$ cat config.mk
export PLATFORM = sky130hd
export DESIGN_NAME = serial_port
export DESIGN_NICKNAME = d
export VERILOG_FILES = /design/src/pkg/serial_port_pkg.sv /design/src/design/serial_port.sv
export SDC_FILE = /design/constraint.sdc
export NUM_CORES = 1
export LEC_CHECK = 0
export ABC_AREA = 0
export BUFFER_PORTS_ARGS = -buffer_cell sky130_fd_sc_hd__buf_2
export CAP_MARGIN = 20
export CORE_MARGIN = 4
export CORE_UTILIZATION = 45
export CTS_BUF_LIST = sky130_fd_sc_hd__clkbuf_2 sky130_fd_sc_hd__clkbuf_4 sky130_fd_sc_hd__clkbuf_8
export CTS_CLUSTER_SIZE = 20
export DETAILED_ROUTE_END_ITERATION = 10
export GPL_TIMING_DRIVEN = 0
export HOLD_SLACK_MARGIN = 0.03
export SETUP_SLACK_MARGIN = 0.05
export SLEW_MARGIN = 20
export SYNTH_ARGS = -nofsm -noshare
export SYNTH_HDL_FRONTEND = slang
export SYNTH_SLANG_ARGS = --single-unit
$ cat constraint.sdc
create_clock -name clk -period 9.03 [get_ports clk]
set_input_delay 1.806 -clock clk [delete_from_list [all_inputs] [get_ports clk]]
set_output_delay 1.806 -clock clk [all_outputs]
set_load 0.03 [all_outputs]
$ cat src/pkg/serial_port_pkg.sv
package serial_port_pkg;
    localparam logic [7:0] OFS_STATUS = 8'h00;
    localparam logic [7:0] OFS_DATA = 8'h04;
    localparam logic [7:0] OFS_RATE = 8'h08;
    localparam logic [7:0] OFS_CTRL_ONE = 8'h0c;
    localparam logic [7:0] OFS_CTRL_TWO = 8'h10;
    localparam logic [7:0] STATUS_RESET = 8'hc0;
    localparam logic [7:0] CTRL_TWO_RESET = 8'h00;
    localparam logic [7:0] CTRL_ONE_RESET = 8'h00;
    localparam logic [7:0] RATE_RESET = 8'h00;
    localparam int OVERSAMPLE = 16;
    localparam int BASE_DIV = 2;
    localparam logic [3:0] SAMPLE_A = 4'h7;
    localparam logic [3:0] SAMPLE_B = 4'h8;
    localparam logic [3:0] SAMPLE_C = 4'h9;
    localparam logic [3:0] LAST_TICK = 4'hf;

    typedef struct packed {
        logic txEmptyIrqEn;
        logic txDoneIrqEn;
        logic rxIrqEn;
        logic idleIrqEn;
        logic txEnable;
        logic rxEnable;
        logic rxMute;
        logic sendBreakCtl;
    } ctrl_two_t;

    typedef struct packed {
        logic [1:0] prescaleSel;
        logic [2:0] txRateSel;
        logic [2:0] rxRateSel;
    } rate_t;

    typedef enum logic [1:0] {TX_IDLE, TX_SHIFT} tx_state_t;
    typedef enum logic [1:0] {RX_HUNT, RX_SHIFT} rx_state_t;
endpackage

$ cat src/design/serial_port.sv
// Summary of operation
// RQ1 - bad stop or break sets framing error
// RQ2 - rx flags clear by status-then-data read
// RQ3 - bit rate clock over 32 prescale divisor
// RQ4 - prescale 1,3,4,13; divisors power of two
// RQ5 - software leaves rate register alone while enabled
// RQ6 - mute blocks rx flags and interrupts
// RQ7 - wake on idle or address mark
// RQ8 - idle wake clears mute, no idle flag
// RQ9 - address mark ends mute, word received
// RQ10 - tx empty sets on shift load
// RQ11 - tx done sets after frame ends
// RQ12 - rx full sets on readable word
// RQ13 - idle flag once per received word
// RQ14 - overrun keeps holding, flags error
// RQ15 - noise flag rises with rx full
// RQ16 - framing plus overrun sets overrun only
// RQ17 - word length selects 8 or 9 bits
// RQ18 - one interrupt from enabled flag sources
// RQ19 - tx enable owns pin; toggle sends preamble
// RQ20 - rx disable clears flags, enable hunts
// RQ21 - send break sends break frames
// RQ22 - prescale code mapping 1,3,4,13
// RQ23 - divisor code n gives two to n
// RQ24 - three-sample majority vote, noise report
module serial_port (
    input wire logic clk,
    input wire logic sys_rst,
    input wire logic psel,
    input wire logic penable,
    input wire logic pwrite,
    input wire logic [7:0] paddr,
    input wire logic [31:0] pwdata,
    output logic [31:0] prdata,
    output logic pready,
    output logic pslverr,
    input wire logic rxPin,
    output logic txPin,
    output logic txPinOe,
    output logic serialIrq
);
    ////////////////////////////////////////////////////////////////
    logic wrAcc, rdAcc;
    logic [7:0] status, ctrlOne;
    serial_port_pkg::ctrl_two_t ctrl_ff;
    serial_port_pkg::rate_t rate_ff;
    logic ninthCfg_ff, wakeAddr_ff, txNinth_ff, rxNinth_ff;
    logic txEmpty_ff, txDone_ff, rxFull_ff, idle_ff, overrun_ff, noise_ff, frameErr_ff;
    logic statusSeen_ff, idleArmed_ff;
    logic [8:0] txHold_ff, rxHold_ff;
    logic txHoldFull_ff, preambleReq_ff, breakReq_ff;

    assign pready = 1'b1;
    assign wrAcc = psel && penable && pwrite;
    assign rdAcc = psel && penable && !pwrite;
    assign pslverr = psel && penable && !(paddr == serial_port_pkg::OFS_STATUS || paddr == serial_port_pkg::OFS_DATA
        || paddr == serial_port_pkg::OFS_RATE || paddr == serial_port_pkg::OFS_CTRL_ONE
        || paddr == serial_port_pkg::OFS_CTRL_TWO);
    assign status = {txEmpty_ff, txDone_ff, rxFull_ff, idle_ff, overrun_ff, noise_ff, frameErr_ff, 1'b0};
    assign ctrlOne = {rxNinth_ff, txNinth_ff, 1'b0, ninthCfg_ff, wakeAddr_ff, 3'b000};

    logic dataRd, dataWr, seqRd, seqWr;
    assign dataRd = rdAcc && paddr == serial_port_pkg::OFS_DATA;
    assign dataWr = wrAcc && paddr == serial_port_pkg::OFS_DATA;
    assign seqRd = dataRd && statusSeen_ff; // RQ2
    assign seqWr = dataWr && statusSeen_ff;

    always_ff @(posedge clk or posedge sys_rst) begin
        if (sys_rst) begin
            prdata <= 32'h0000_0000;
        end else if (psel && !penable && !pwrite) begin
            case (paddr)
                serial_port_pkg::OFS_STATUS: prdata <= {24'h00_0000, status};
                serial_port_pkg::OFS_DATA: prdata <= {24'h00_0000, rxHold_ff[7:0]};
                serial_port_pkg::OFS_RATE: prdata <= {24'h00_0000, rate_ff};
                serial_port_pkg::OFS_CTRL_ONE: prdata <= {24'h00_0000, ctrlOne};
                serial_port_pkg::OFS_CTRL_TWO: prdata <= {24'h00_0000, ctrl_ff};
                default: prdata <= 32'h0000_0000;
            endcase
        end
    end

    // status access arms the clearing sequence
    always_ff @(posedge clk or posedge sys_rst) begin
        if (sys_rst) begin
            statusSeen_ff <= 1'b0;
        end else if (psel && penable && paddr == serial_port_pkg::OFS_STATUS) begin
            statusSeen_ff <= 1'b1;
        end else if (dataRd || dataWr) begin
            statusSeen_ff <= 1'b0;
        end
    end

    ////////////////////////////////////////////////////////////////
    logic wakeIdle, wakeAddr;
    always_ff @(posedge clk or posedge sys_rst) begin
        if (sys_rst) begin
            ctrl_ff <= serial_port_pkg::CTRL_TWO_RESET;
            rate_ff <= serial_port_pkg::RATE_RESET;
            ninthCfg_ff <= 1'b0;
            wakeAddr_ff <= 1'b0;
            txNinth_ff <= 1'b0;
        end else begin
            if (wrAcc && paddr == serial_port_pkg::OFS_CTRL_TWO) begin
                ctrl_ff <= pwdata[7:0];
            end else if (wakeIdle || wakeAddr) begin
                ctrl_ff.rxMute <= 1'b0; // RQ6 RQ8 RQ9
            end
            if (wrAcc && paddr == serial_port_pkg::OFS_RATE) begin
                rate_ff <= pwdata[7:0]; // RQ5
            end
            if (wrAcc && paddr == serial_port_pkg::OFS_CTRL_ONE) begin
                txNinth_ff <= pwdata[6];
                ninthCfg_ff <= pwdata[4];
                wakeAddr_ff <= pwdata[3];
            end
        end
    end

    ////////////////////////////////////////////////////////////////
    // RQ3 RQ4 RQ22 RQ23: tick at 16x bit rate, base 2 gives 32
    logic [4:0] prescaleMax;
    always_comb begin
        case (rate_ff.prescaleSel)
            2'b00: prescaleMax = 5'd1;
            2'b01: prescaleMax = 5'd3;
            2'b10: prescaleMax = 5'd4;
            default: prescaleMax = 5'd13;
        endcase
    end
    logic [5:0] preCnt_ff;
    logic preTick;
    assign preTick = preCnt_ff == 6'(serial_port_pkg::BASE_DIV) * 6'(prescaleMax) - 6'd1;
    always_ff @(posedge clk or posedge sys_rst) begin
        if (sys_rst) begin
            preCnt_ff <= 6'd0;
        end else begin
            preCnt_ff <= preTick ? 6'd0 : preCnt_ff + 6'd1;
        end
    end
    logic [6:0] txDivCnt_ff, rxDivCnt_ff;
    logic txTick, rxTick;
    assign txTick = preTick && txDivCnt_ff == 7'((8'd1 << rate_ff.txRateSel) - 8'd1); // RQ23
    assign rxTick = preTick && rxDivCnt_ff == 7'((8'd1 << rate_ff.rxRateSel) - 8'd1);
    always_ff @(posedge clk or posedge sys_rst) begin
        if (sys_rst) begin
            txDivCnt_ff <= 7'd0;
            rxDivCnt_ff <= 7'd0;
        end else if (preTick) begin
            txDivCnt_ff <= txTick ? 7'd0 : txDivCnt_ff + 7'd1;
            rxDivCnt_ff <= rxTick ? 7'd0 : rxDivCnt_ff + 7'd1;
        end
    end

    ////////////////////////////////////////////////////////////////
    // transmitter: shift frame of start, 8/9 data, stop
    serial_port_pkg::tx_state_t txState_ff;
    logic [10:0] txShift_ff;
    logic [3:0] txBits_ff, txPhase_ff;
    logic txLoad, txFrameEnd, txEnPrev_ff, breakPrev_ff;
    logic [3:0] frameBits;
    assign frameBits = ninthCfg_ff ? 4'd11 : 4'd10; // RQ17
    assign txFrameEnd = txState_ff == serial_port_pkg::TX_SHIFT && txTick
        && txPhase_ff == serial_port_pkg::LAST_TICK && txBits_ff == frameBits - 4'd1;
    assign txLoad = ctrl_ff.txEnable && txHoldFull_ff && !preambleReq_ff && !breakReq_ff
        && !ctrl_ff.sendBreakCtl && (txState_ff == serial_port_pkg::TX_IDLE || txFrameEnd);

    always_ff @(posedge clk or posedge sys_rst) begin
        if (sys_rst) begin
            txEnPrev_ff <= 1'b0;
            breakPrev_ff <= 1'b0;
            preambleReq_ff <= 1'b0;
            breakReq_ff <= 1'b0;
        end else begin
            txEnPrev_ff <= ctrl_ff.txEnable;
            breakPrev_ff <= ctrl_ff.sendBreakCtl;
            if (ctrl_ff.txEnable && !txEnPrev_ff) begin
                preambleReq_ff <= 1'b1; // RQ19
            end else if (txState_ff == serial_port_pkg::TX_IDLE && preambleReq_ff) begin
                preambleReq_ff <= 1'b0;
            end
            if (breakPrev_ff && !ctrl_ff.sendBreakCtl) begin
                breakReq_ff <= 1'b1; // RQ21
            end else if (txState_ff == serial_port_pkg::TX_IDLE && breakReq_ff) begin
                breakReq_ff <= 1'b0;
            end
        end
    end

    always_ff @(posedge clk or posedge sys_rst) begin
        if (sys_rst) begin
            txState_ff <= serial_port_pkg::TX_IDLE;
            txShift_ff <= 11'h7ff;
            txBits_ff <= 4'd0;
            txPhase_ff <= 4'd0;
        end else if (!ctrl_ff.txEnable && txState_ff == serial_port_pkg::TX_IDLE) begin
            txState_ff <= serial_port_pkg::TX_IDLE;
            txShift_ff <= 11'h7ff;
        end else if (txLoad) begin
            txState_ff <= serial_port_pkg::TX_SHIFT;
            txShift_ff <= ninthCfg_ff ? {1'b1, txHold_ff, 1'b0} : {2'b11, txHold_ff[7:0], 1'b0};
            txBits_ff <= 4'd0;
            txPhase_ff <= 4'd0;
        end else begin
            case (txState_ff)
                serial_port_pkg::TX_IDLE: begin
                    if (ctrl_ff.sendBreakCtl || breakReq_ff) begin
                        // break frame: all zeros; the idle branch raises the line once breaks stop
                        txState_ff <= serial_port_pkg::TX_SHIFT; // RQ21
                        txShift_ff <= 11'h000;
                        txBits_ff <= 4'd0;
                        txPhase_ff <= 4'd0;
                    end else if (preambleReq_ff) begin
                        txState_ff <= serial_port_pkg::TX_SHIFT; // RQ19
                        txShift_ff <= 11'h7ff;
                        txBits_ff <= 4'd0;
                        txPhase_ff <= 4'd0;
                    end else begin
                        txShift_ff <= 11'h7ff;
                    end
                end
                serial_port_pkg::TX_SHIFT: begin
                    if (txTick) begin
                        txPhase_ff <= txPhase_ff + 4'd1;
                        if (txPhase_ff == serial_port_pkg::LAST_TICK) begin
                            txShift_ff <= {1'b1, txShift_ff[10:1]};
                            txBits_ff <= txBits_ff + 4'd1;
                            if (txFrameEnd) begin
                                txState_ff <= serial_port_pkg::TX_IDLE;
                            end
                        end
                    end
                end
                default: txState_ff <= serial_port_pkg::TX_IDLE;
            endcase
        end
    end

    always_ff @(posedge clk or posedge sys_rst) begin
        if (sys_rst) begin
            txHold_ff <= 9'h000;
            txHoldFull_ff <= 1'b0;
            txEmpty_ff <= 1'b1;
            txDone_ff <= 1'b1;
            txPin <= 1'b1;
            txPinOe <= 1'b0;
        end else begin
            txPin <= txShift_ff[0];
            txPinOe <= ctrl_ff.txEnable; // RQ19
            if (dataWr) begin
                txHold_ff <= {txNinth_ff, pwdata[7:0]}; // RQ17
            end
            if (!ctrl_ff.txEnable) begin
                txHoldFull_ff <= 1'b0;
            end else if (dataWr) begin
                txHoldFull_ff <= 1'b1;
            end else if (txLoad) begin
                txHoldFull_ff <= 1'b0;
            end
            if (txLoad) begin
                txEmpty_ff <= 1'b1; // RQ10
            end else if (seqWr) begin
                txEmpty_ff <= 1'b0;
            end
            if (txFrameEnd) begin
                txDone_ff <= 1'b1; // RQ11
            end else if (seqWr) begin
                txDone_ff <= 1'b0;
            end
        end
    end

    ////////////////////////////////////////////////////////////////
    // receiver
    logic rxS1_ff, rxS2_ff, rxS3_ff, rxLine_ff;
    always_ff @(posedge clk or posedge sys_rst) begin
        if (sys_rst) begin
            rxS1_ff <= 1'b1;
            rxS2_ff <= 1'b1;
            rxS3_ff <= 1'b1;
            rxLine_ff <= 1'b1;
        end else begin
            rxS1_ff <= rxPin;
            rxS2_ff <= rxS1_ff;
            rxS3_ff <= rxS2_ff;
            if (rxS2_ff == rxS3_ff) begin
                rxLine_ff <= rxS3_ff;
            end
        end
    end

    serial_port_pkg::rx_state_t rxState_ff;
    logic [3:0] rxPhase_ff, rxBits_ff, idleCnt_ff;
    logic [1:0] votes_ff;
    logic [9:0] rxShift_ff;
    logic rxNoise_ff, bitVal, bitNoisy, rxDone, idleSeen;
    logic [1:0] voteSum;
    assign voteSum = votes_ff + {1'b0, rxLine_ff};
    assign bitVal = voteSum >= 2'd2; // RQ24
    assign bitNoisy = voteSum != 2'd0 && voteSum != 2'd3;
    assign rxDone = rxState_ff == serial_port_pkg::RX_SHIFT && rxTick
        && rxPhase_ff == serial_port_pkg::SAMPLE_C && rxBits_ff == frameBits - 4'd1;
    // full frame time of ones on the line
    assign idleSeen = rxState_ff == serial_port_pkg::RX_HUNT && rxTick
        && rxPhase_ff == serial_port_pkg::LAST_TICK && idleCnt_ff == frameBits - 4'd1;

    always_ff @(posedge clk or posedge sys_rst) begin
        if (sys_rst) begin
            rxState_ff <= serial_port_pkg::RX_HUNT;
            rxPhase_ff <= 4'd0;
            rxBits_ff <= 4'd0;
            idleCnt_ff <= 4'd0;
            votes_ff <= 2'd0;
            rxShift_ff <= 10'h000;
            rxNoise_ff <= 1'b0;
        end else if (!ctrl_ff.rxEnable) begin
            rxState_ff <= serial_port_pkg::RX_HUNT; // RQ20
            rxPhase_ff <= 4'd0;
            idleCnt_ff <= 4'd0;
        end else if (rxTick) begin
            case (rxState_ff)
                serial_port_pkg::RX_HUNT: begin
                    if (!rxLine_ff) begin
                        rxState_ff <= serial_port_pkg::RX_SHIFT;
                        rxPhase_ff <= 4'd1;
                        rxBits_ff <= 4'd0;
                        idleCnt_ff <= 4'd0;
                        rxNoise_ff <= 1'b0;
                        votes_ff <= 2'd0;
                    end else begin
                        rxPhase_ff <= rxPhase_ff + 4'd1;
                        if (rxPhase_ff == serial_port_pkg::LAST_TICK && idleCnt_ff != frameBits) begin
                            idleCnt_ff <= idleCnt_ff + 4'd1;
                        end
                    end
                end
                serial_port_pkg::RX_SHIFT: begin
                    rxPhase_ff <= rxPhase_ff + 4'd1;
                    if (rxPhase_ff == serial_port_pkg::SAMPLE_A || rxPhase_ff == serial_port_pkg::SAMPLE_B) begin
                        votes_ff <= votes_ff + {1'b0, rxLine_ff};
                    end
                    if (rxPhase_ff == serial_port_pkg::SAMPLE_C) begin
                        votes_ff <= 2'd0;
                        rxShift_ff <= {bitVal, rxShift_ff[9:1]};
                        rxNoise_ff <= rxNoise_ff | bitNoisy; // RQ24
                        rxBits_ff <= rxBits_ff + 4'd1;
                        if (rxBits_ff == 4'd0 && bitVal) begin
                            rxState_ff <= serial_port_pkg::RX_HUNT;
                            rxPhase_ff <= 4'd0;
                        end else if (rxDone) begin
                            rxState_ff <= serial_port_pkg::RX_HUNT;
                            rxPhase_ff <= 4'd0;
                        end
                    end
                end
                default: rxState_ff <= serial_port_pkg::RX_HUNT;
            endcase
        end
    end

    // word fields while the final stop sample is voted, before it shifts in
    logic [8:0] rxWord;
    logic rxStop, rxMsb, rxNoiseNow;
    assign rxStop = bitVal;
    assign rxWord = ninthCfg_ff ? rxShift_ff[9:1] : {1'b0, rxShift_ff[9:2]};
    assign rxMsb = ninthCfg_ff ? rxShift_ff[9] : rxShift_ff[9];
    assign rxNoiseNow = rxNoise_ff | bitNoisy;
    assign wakeIdle = ctrl_ff.rxMute && !wakeAddr_ff && idleSeen; // RQ7 RQ8
    assign wakeAddr = ctrl_ff.rxMute && wakeAddr_ff && rxDone && rxMsb; // RQ7 RQ9

    logic rxAccept, rxClr;
    assign rxAccept = rxDone && (!ctrl_ff.rxMute || wakeAddr); // RQ6 RQ9
    assign rxClr = seqRd;

    always_ff @(posedge clk or posedge sys_rst) begin
        if (sys_rst) begin
            rxHold_ff <= 9'h000;
            rxNinth_ff <= 1'b0;
            rxFull_ff <= 1'b0;
            idle_ff <= 1'b0;
            overrun_ff <= 1'b0;
            noise_ff <= 1'b0;
            frameErr_ff <= 1'b0;
            idleArmed_ff <= 1'b1;
        end else if (!ctrl_ff.rxEnable) begin
            rxFull_ff <= 1'b0; // RQ20 RQ2
            idle_ff <= 1'b0;
            overrun_ff <= 1'b0;
            noise_ff <= 1'b0;
            frameErr_ff <= 1'b0;
            idleArmed_ff <= 1'b1;
        end else begin
            if (rxAccept && rxFull_ff) begin
                overrun_ff <= 1'b1; // RQ14 RQ16
            end else if (rxClr) begin
                overrun_ff <= 1'b0;
            end
            if (rxAccept && !rxFull_ff) begin
                rxHold_ff <= rxWord; // RQ12
                rxNinth_ff <= rxWord[8]; // RQ17
                rxFull_ff <= 1'b1;
                noise_ff <= rxNoiseNow; // RQ15
                frameErr_ff <= !rxStop; // RQ1
                idleArmed_ff <= 1'b1; // RQ13
            end else if (rxClr) begin
                rxFull_ff <= 1'b0;
                noise_ff <= 1'b0;
                frameErr_ff <= 1'b0;
            end
            if (idleSeen && !ctrl_ff.rxMute && idleArmed_ff) begin
                idle_ff <= 1'b1; // RQ13
                idleArmed_ff <= 1'b0;
            end else if (rxClr) begin
                idle_ff <= 1'b0;
            end
        end
    end

    ////////////////////////////////////////////////////////////////
    // RQ18 RQ6: receive sources masked while muted
    assign serialIrq = (txEmpty_ff && ctrl_ff.txEmptyIrqEn) || (txDone_ff && ctrl_ff.txDoneIrqEn)
        || (!ctrl_ff.rxMute && ctrl_ff.rxIrqEn && (rxFull_ff || overrun_ff))
        || (!ctrl_ff.rxMute && ctrl_ff.idleIrqEn && idle_ff);
endmodule // serial_port

* Word level (Yosys, flattened, before mapping)
Cells that the tools add are included. W data, S select, Z words.
Storage, ports and cells: register bits after elaboration 156, input bits 46, output and inout bits 37, logic and storage cells 307
Cells by class: add/subtract/negate cells 13, $lt $le $gt $ge 1, equal/unequal tests 44, shifts and indexed selects 2, multiplexer cells 88, bitwise operators 2, reductions and logical operators 106
Operators with widths (number):
- $mux W4 | 20
- $mux W11 | 5
- $logic_and A1 B1 Y1 | 54
- $pmux W8 S5 | 1
- $mux W2 | 16
- $pmux W4 S2 | 4
- $mux W1 | 31
- $pmux W11 S2 | 1
- $ne A3 B1 Y1 const B | 7
- $add A4 B1 Y4 const B | 5
- $eq A4 B4 Y1 const B | 4
- $eq A8 B4 Y1 const B | 2
- $ne A4 B3 Y1 const B | 4
- $reduce_and A4 Y1 | 4
- $reduce_bool A2 Y1 | 8
- $reduce_and A5 Y1 | 3
- $add A7 B1 Y7 const B | 2
- $eq A7 B7 Y1 | 2
- $logic_or A1 B1 Y1 | 14
- $mux W7 | 2
- $shl A1 B3 Y7 const A | 2
- $sub A7 B1 Y7 const B | 2
- $eq A4 B4 Y1 | 3
- $logic_not A1 Y1 | 12
- other kinds (34) | 48

* Longest topological paths before layout
depth after elaboration 16, gate-level depth with buffers 14, depth with buffers taken out 10

* Worst setup path before layout
No wires, ideal clock.
path kind input -> output, start in paddr[1], end out pslverr, arrival time 3.378 ns, required time 7.224 ns, setup slack 3.846 ns, stages 4, buffers on the path 1, cells stage by stage or4_1 clkbuf_1 nor3_1 nor3_1
On the way: word-level cells in the longest chain between the ends 7, elaborated cells on any way between the ends 11
Ends and longest elaborated chain:
- start: declaration | line serial_port.sv:32 | input wire logic [7:0] paddr,
- $eq A8 B3 Y1 or $logic_not A8 Y1 (tied branches) | line serial_port.sv:56 | assign pslverr = psel && penable && !(paddr == serial_port_pkg::OFS_STATUS || paddr == serial_port_pkg::OFS_DA ...
- $logic_or A1 B1 Y1 | line serial_port.sv:56
- $logic_or A1 B1 Y1 (2 in a row) | line serial_port.sv:57 | || paddr == serial_port_pkg::OFS_RATE || paddr == serial_port_pkg::OFS_CTRL_ONE
- $logic_or A1 B1 Y1 * | line serial_port.sv:58 | || paddr == serial_port_pkg::OFS_CTRL_TWO);
- $logic_not A1 Y1 * | line serial_port.sv:56
- $logic_and A1 B1 Y1 * | line serial_port.sv:56
- end: declaration | line serial_port.sv:36 | output logic pslverr,
Mark *: on every way between the ends. The rest lies on a longest branch, timed or not.

* Worst setup path in the final report
Ends and elaborated chain as after synthesis.

==> results.toml <==
[routing]
wl_um = 16400
vias_per_cell = 5.52
drc = 0
num_vias = 5500
antenna_left = 0
drt_iter0_markers = 248
dr.pass1.iters = 6
routedWlPerCell_um = 16.4

[timing]
rsz0062_at_grt = "false"
finalCritPeriodShare_pct = 55.2
finalCriticalPeriod_ns = 4.99
setup_violations = 0
fin_setup_tns_ns = 0
slew_headroom_pct = 42.4
max_freq_mhz = 201
hold_violations = 0
slew_violations = 0
fin_ws_ns = 4.04
fin_skew_ns = 0.0102
tightest_slew_ns = 0.852

[finish]
regArea_um2 = 3250
layout-drive-gt1-share_pct = 25.9
area_growth_syn_to_layout_pct = 13.9
instances_no_fill = 996
final_area_um2 = 8200
final_cell_mix = "dfrtp_1 (110), nand2_1 (66), buf_2 (46)"
finalNetCount = 836
final_common_cell = "dfrtp_1"
nFillCells = 1426
diodes = 0
multi_input_area_um2 = 3580

[clock_tree]
cts_setup_buffers = 0
clk_pin_slew_ns = 0.07
clkSinkCount = 129
cts-buffers-inserted = 17
clk_latency_ns = 0.45
post_cts_resized = 0
htreeDepth = 4
clockBufferDepth = 2
tritoncts = "built"
cts_hold_buf = 0
root_buffer = "clkbuf_8"

[die]
die_w_um = 134
fp-row-count = 45
ios = 83
core_area_um2 = 15400
start_util_pct = 46.6
die_y_um = 134
dieArea_um2 = 18100

[worst_setup_path]
crit_path_top_delay_cell = "or4_1"
crit_chain = "buf_2 > or4_1 > clkbuf_1 > nor3_1 > nor3_1 > buf_2"
cp-end-kind = "output pin"
cp.required_ns = 7.22
arrival_ns = 3.18
setup.worst_path.start_class = "input pin"
worst-setup-path-type = "input pin to output pin"
critPathMaxStageDelay_ns = 0.50
crit_fanout = 4

[pwr]
power_w = 0.00147
p_clk_share_pct = 37.4
seqPwrFrac_pct = 44.9
switching_share_pct = 29.6
p_comb_share_pct = 17.7
internal-power_w = 0.00103
p_leak_nw = 3.67
peakVddDrop_mv = 0.129
powerDensity_nw_per_um2 = 179
p_switching_w = 0.000435

[placement]
placed_area_um2 = 7740
port-buffer-count = 32
place.gp.congestion = 0.885
dp.cells = 963
dp_hpwl_um = 11900
place_ws_ns = 3.45

[synthesis]
synth_edf_count = 0
synth_top_area_cell = "dfrtp_1"
yosysSeqAreaShare_pct = 45.2
synthFlopType = "dfrtp_1"
synth_async_sr_flop_share_pct = 100
synth.avg_cell_area_um2 = 10.3
yosysTopAreaCellShare_pct = 38.3
ys_ff_latch = 129
synth_area_um2 = 7200
ys_warn_count = 0
synthCells = 696
yosysUniqueCellTypes = 80
synthTopCellsByArea = "dfrtp_1 (38%), dfstp_2 (6.9%), mux2_2 (6.9%), nand2_1 (3.4%), ha_1 (3.1%)"

[global_routing]
grt_pass1_wl_um = 27700
grt_pass1_vias = 5506
grt_overflow = 0
grt_max_degree = 95
antenna_found_initial = 0
grt_usage_pct = 18.8

[run]
max_cap_violations = 0

[min_path]
hp-class = "flop to flop"

[status]
status = "finished clean"
[sequential cells by signal, indices dropped and copies added (netlist names), 2 cells and up]
| signal | cells |
|---|---|
| rate_ff | 8 |
| txShift_ff | 11 |
| idleCnt_ff | 4 |
| txHold_ff | 9 |
| ctrl_ff | 8 |
| txPhase_ff | 4 |
| rxShift_ff | 9 |
| rxDivCnt_ff | 7 |
| rxBits_ff | 4 |
| rxHold_ff | 8 |
| votes_ff | 2 |
| rxPhase_ff | 4 |
| txDivCnt_ff | 7 |
| txBits_ff | 4 |
| preCnt_ff | 6 |
| prdata | 8 |
[layer usage]
layer / global-route usage [%] / vias up / share of wire [%] / wire [um]
li1: - / 2629 / - / -
met1: 24.8 / 2725 / 44 / 7150
met2: 30.9 / 122 / 50 / 8240
met3: 4.17 / 24 / 4.2 / 681
met4: 6.62 / 0 / 1.8 / 295
met5: 0 / - / 0 / 0
[critical path, delay by kind of cell]
kind | cells | cell delay, ns
and+or+nand+nor | 3 | 0.90
buffers and inverters | 3 | 0.48
[synth_stat cells, types with 5 or more instances]
cell type / instances
and3_1: 15
nand2b_1: 10
buf_2: 13
xnor2_1: 12
nor2b_1: 5
o21ai_0: 35
clkbuf_1: 10
or3_1: 6
a21boi_0: 8
nand3_1: 25
buf_6: 5
mux2_2: 44
buf_4: 25
a31oi_1: 7
inv_1: 26
nor3_1: 9
ha_1: 18
xor2_1: 10
dfstp_2: 19
o22ai_1: 10
mux2_4: 8
o2bb2ai_1: 7
dfrtp_1: 110
mux2i_1: 17
nor2_1: 34
nor4b_1: 5
nand4_1: 10
or4_1: 5
nand2_1: 66
a21oi_1: 32
o32a_1: 10
[cells by family (layout without fill, tap and decap cells)]
family	Yosys count	in the layout	synth area share, %
and+or+nand+nor	225	225	17.5
AOI/OAI and AO/OA	147	147	13.7
DFF	129	129	45.2
buffers and inverters	82	148	6.33
muxes	69	69	10.9
xor gates and xnor gates	23	23	2.90
adders and majority gates	19	19	3.27
other	2	25	0.104
[power by group through the flow]
stage / Sequential [W] / Combinational (W) / Clock (W)
2_1_floorplan: 0.000658 / 0.000205 / 0
3_5_place_dp: 0.000669 / 0.000261 / 0
5_1_grt: 0.000665 / 0.000292 / 0.000589
3_3_place_gp: 0.000668 / 0.000249 / 0
4_1_cts: 0.000659 / 0.000261 / 0.000564
6_report: 0.000659 / 0.000260 / 0.000549
[per-stage QoR]
stage / hold WS, ns / util [%]
2_1_floorplan: 0.345 / -
3_3_place_gp: 0.347 / 50.0
3_5_place_dp: 0.349 / 50.2
4_1_cts: 0.360 / 53.0
5_1_grt: 0.365 / 53.1
6_report: 0.358 / 53.1
[final timing paths]
path	startpoint	to	slack (ns)	cells after the start
setup reg to reg	rate_ff[0]	rxShift_ff[1]	5.83	12
setup / recovery	paddr[1]	pslverr	4.04	6
hold / removal	rxS1_ff	rxS2_ff	0.36	0
hold reg to reg	rxS1_ff	rxS2_ff	0.36	0
max in group asynchronous	sys_rst	ctrl_ff[5]	6.94	3
min in group asynchronous	sys_rst	preCnt_ff[1]	1.33	2
[area by class of cell]
| type | count | share of cell area (%) |
|---|---|---|
| plain buffers | 56 | 4.37 |
| flip-flops and latches | 129 | 39.7 |
| inverters | 26 | 1.28 |
| multi-input cells | 508 | 43.7 |
| clock buffers | 19 | 3.11 |
| repair buffers | 34 | 2.35 |
| clock inverters | 13 | 2.26 |
| well taps | 211 | 3.22 |
No activity file was read; power rests on OpenSTA's default activity.
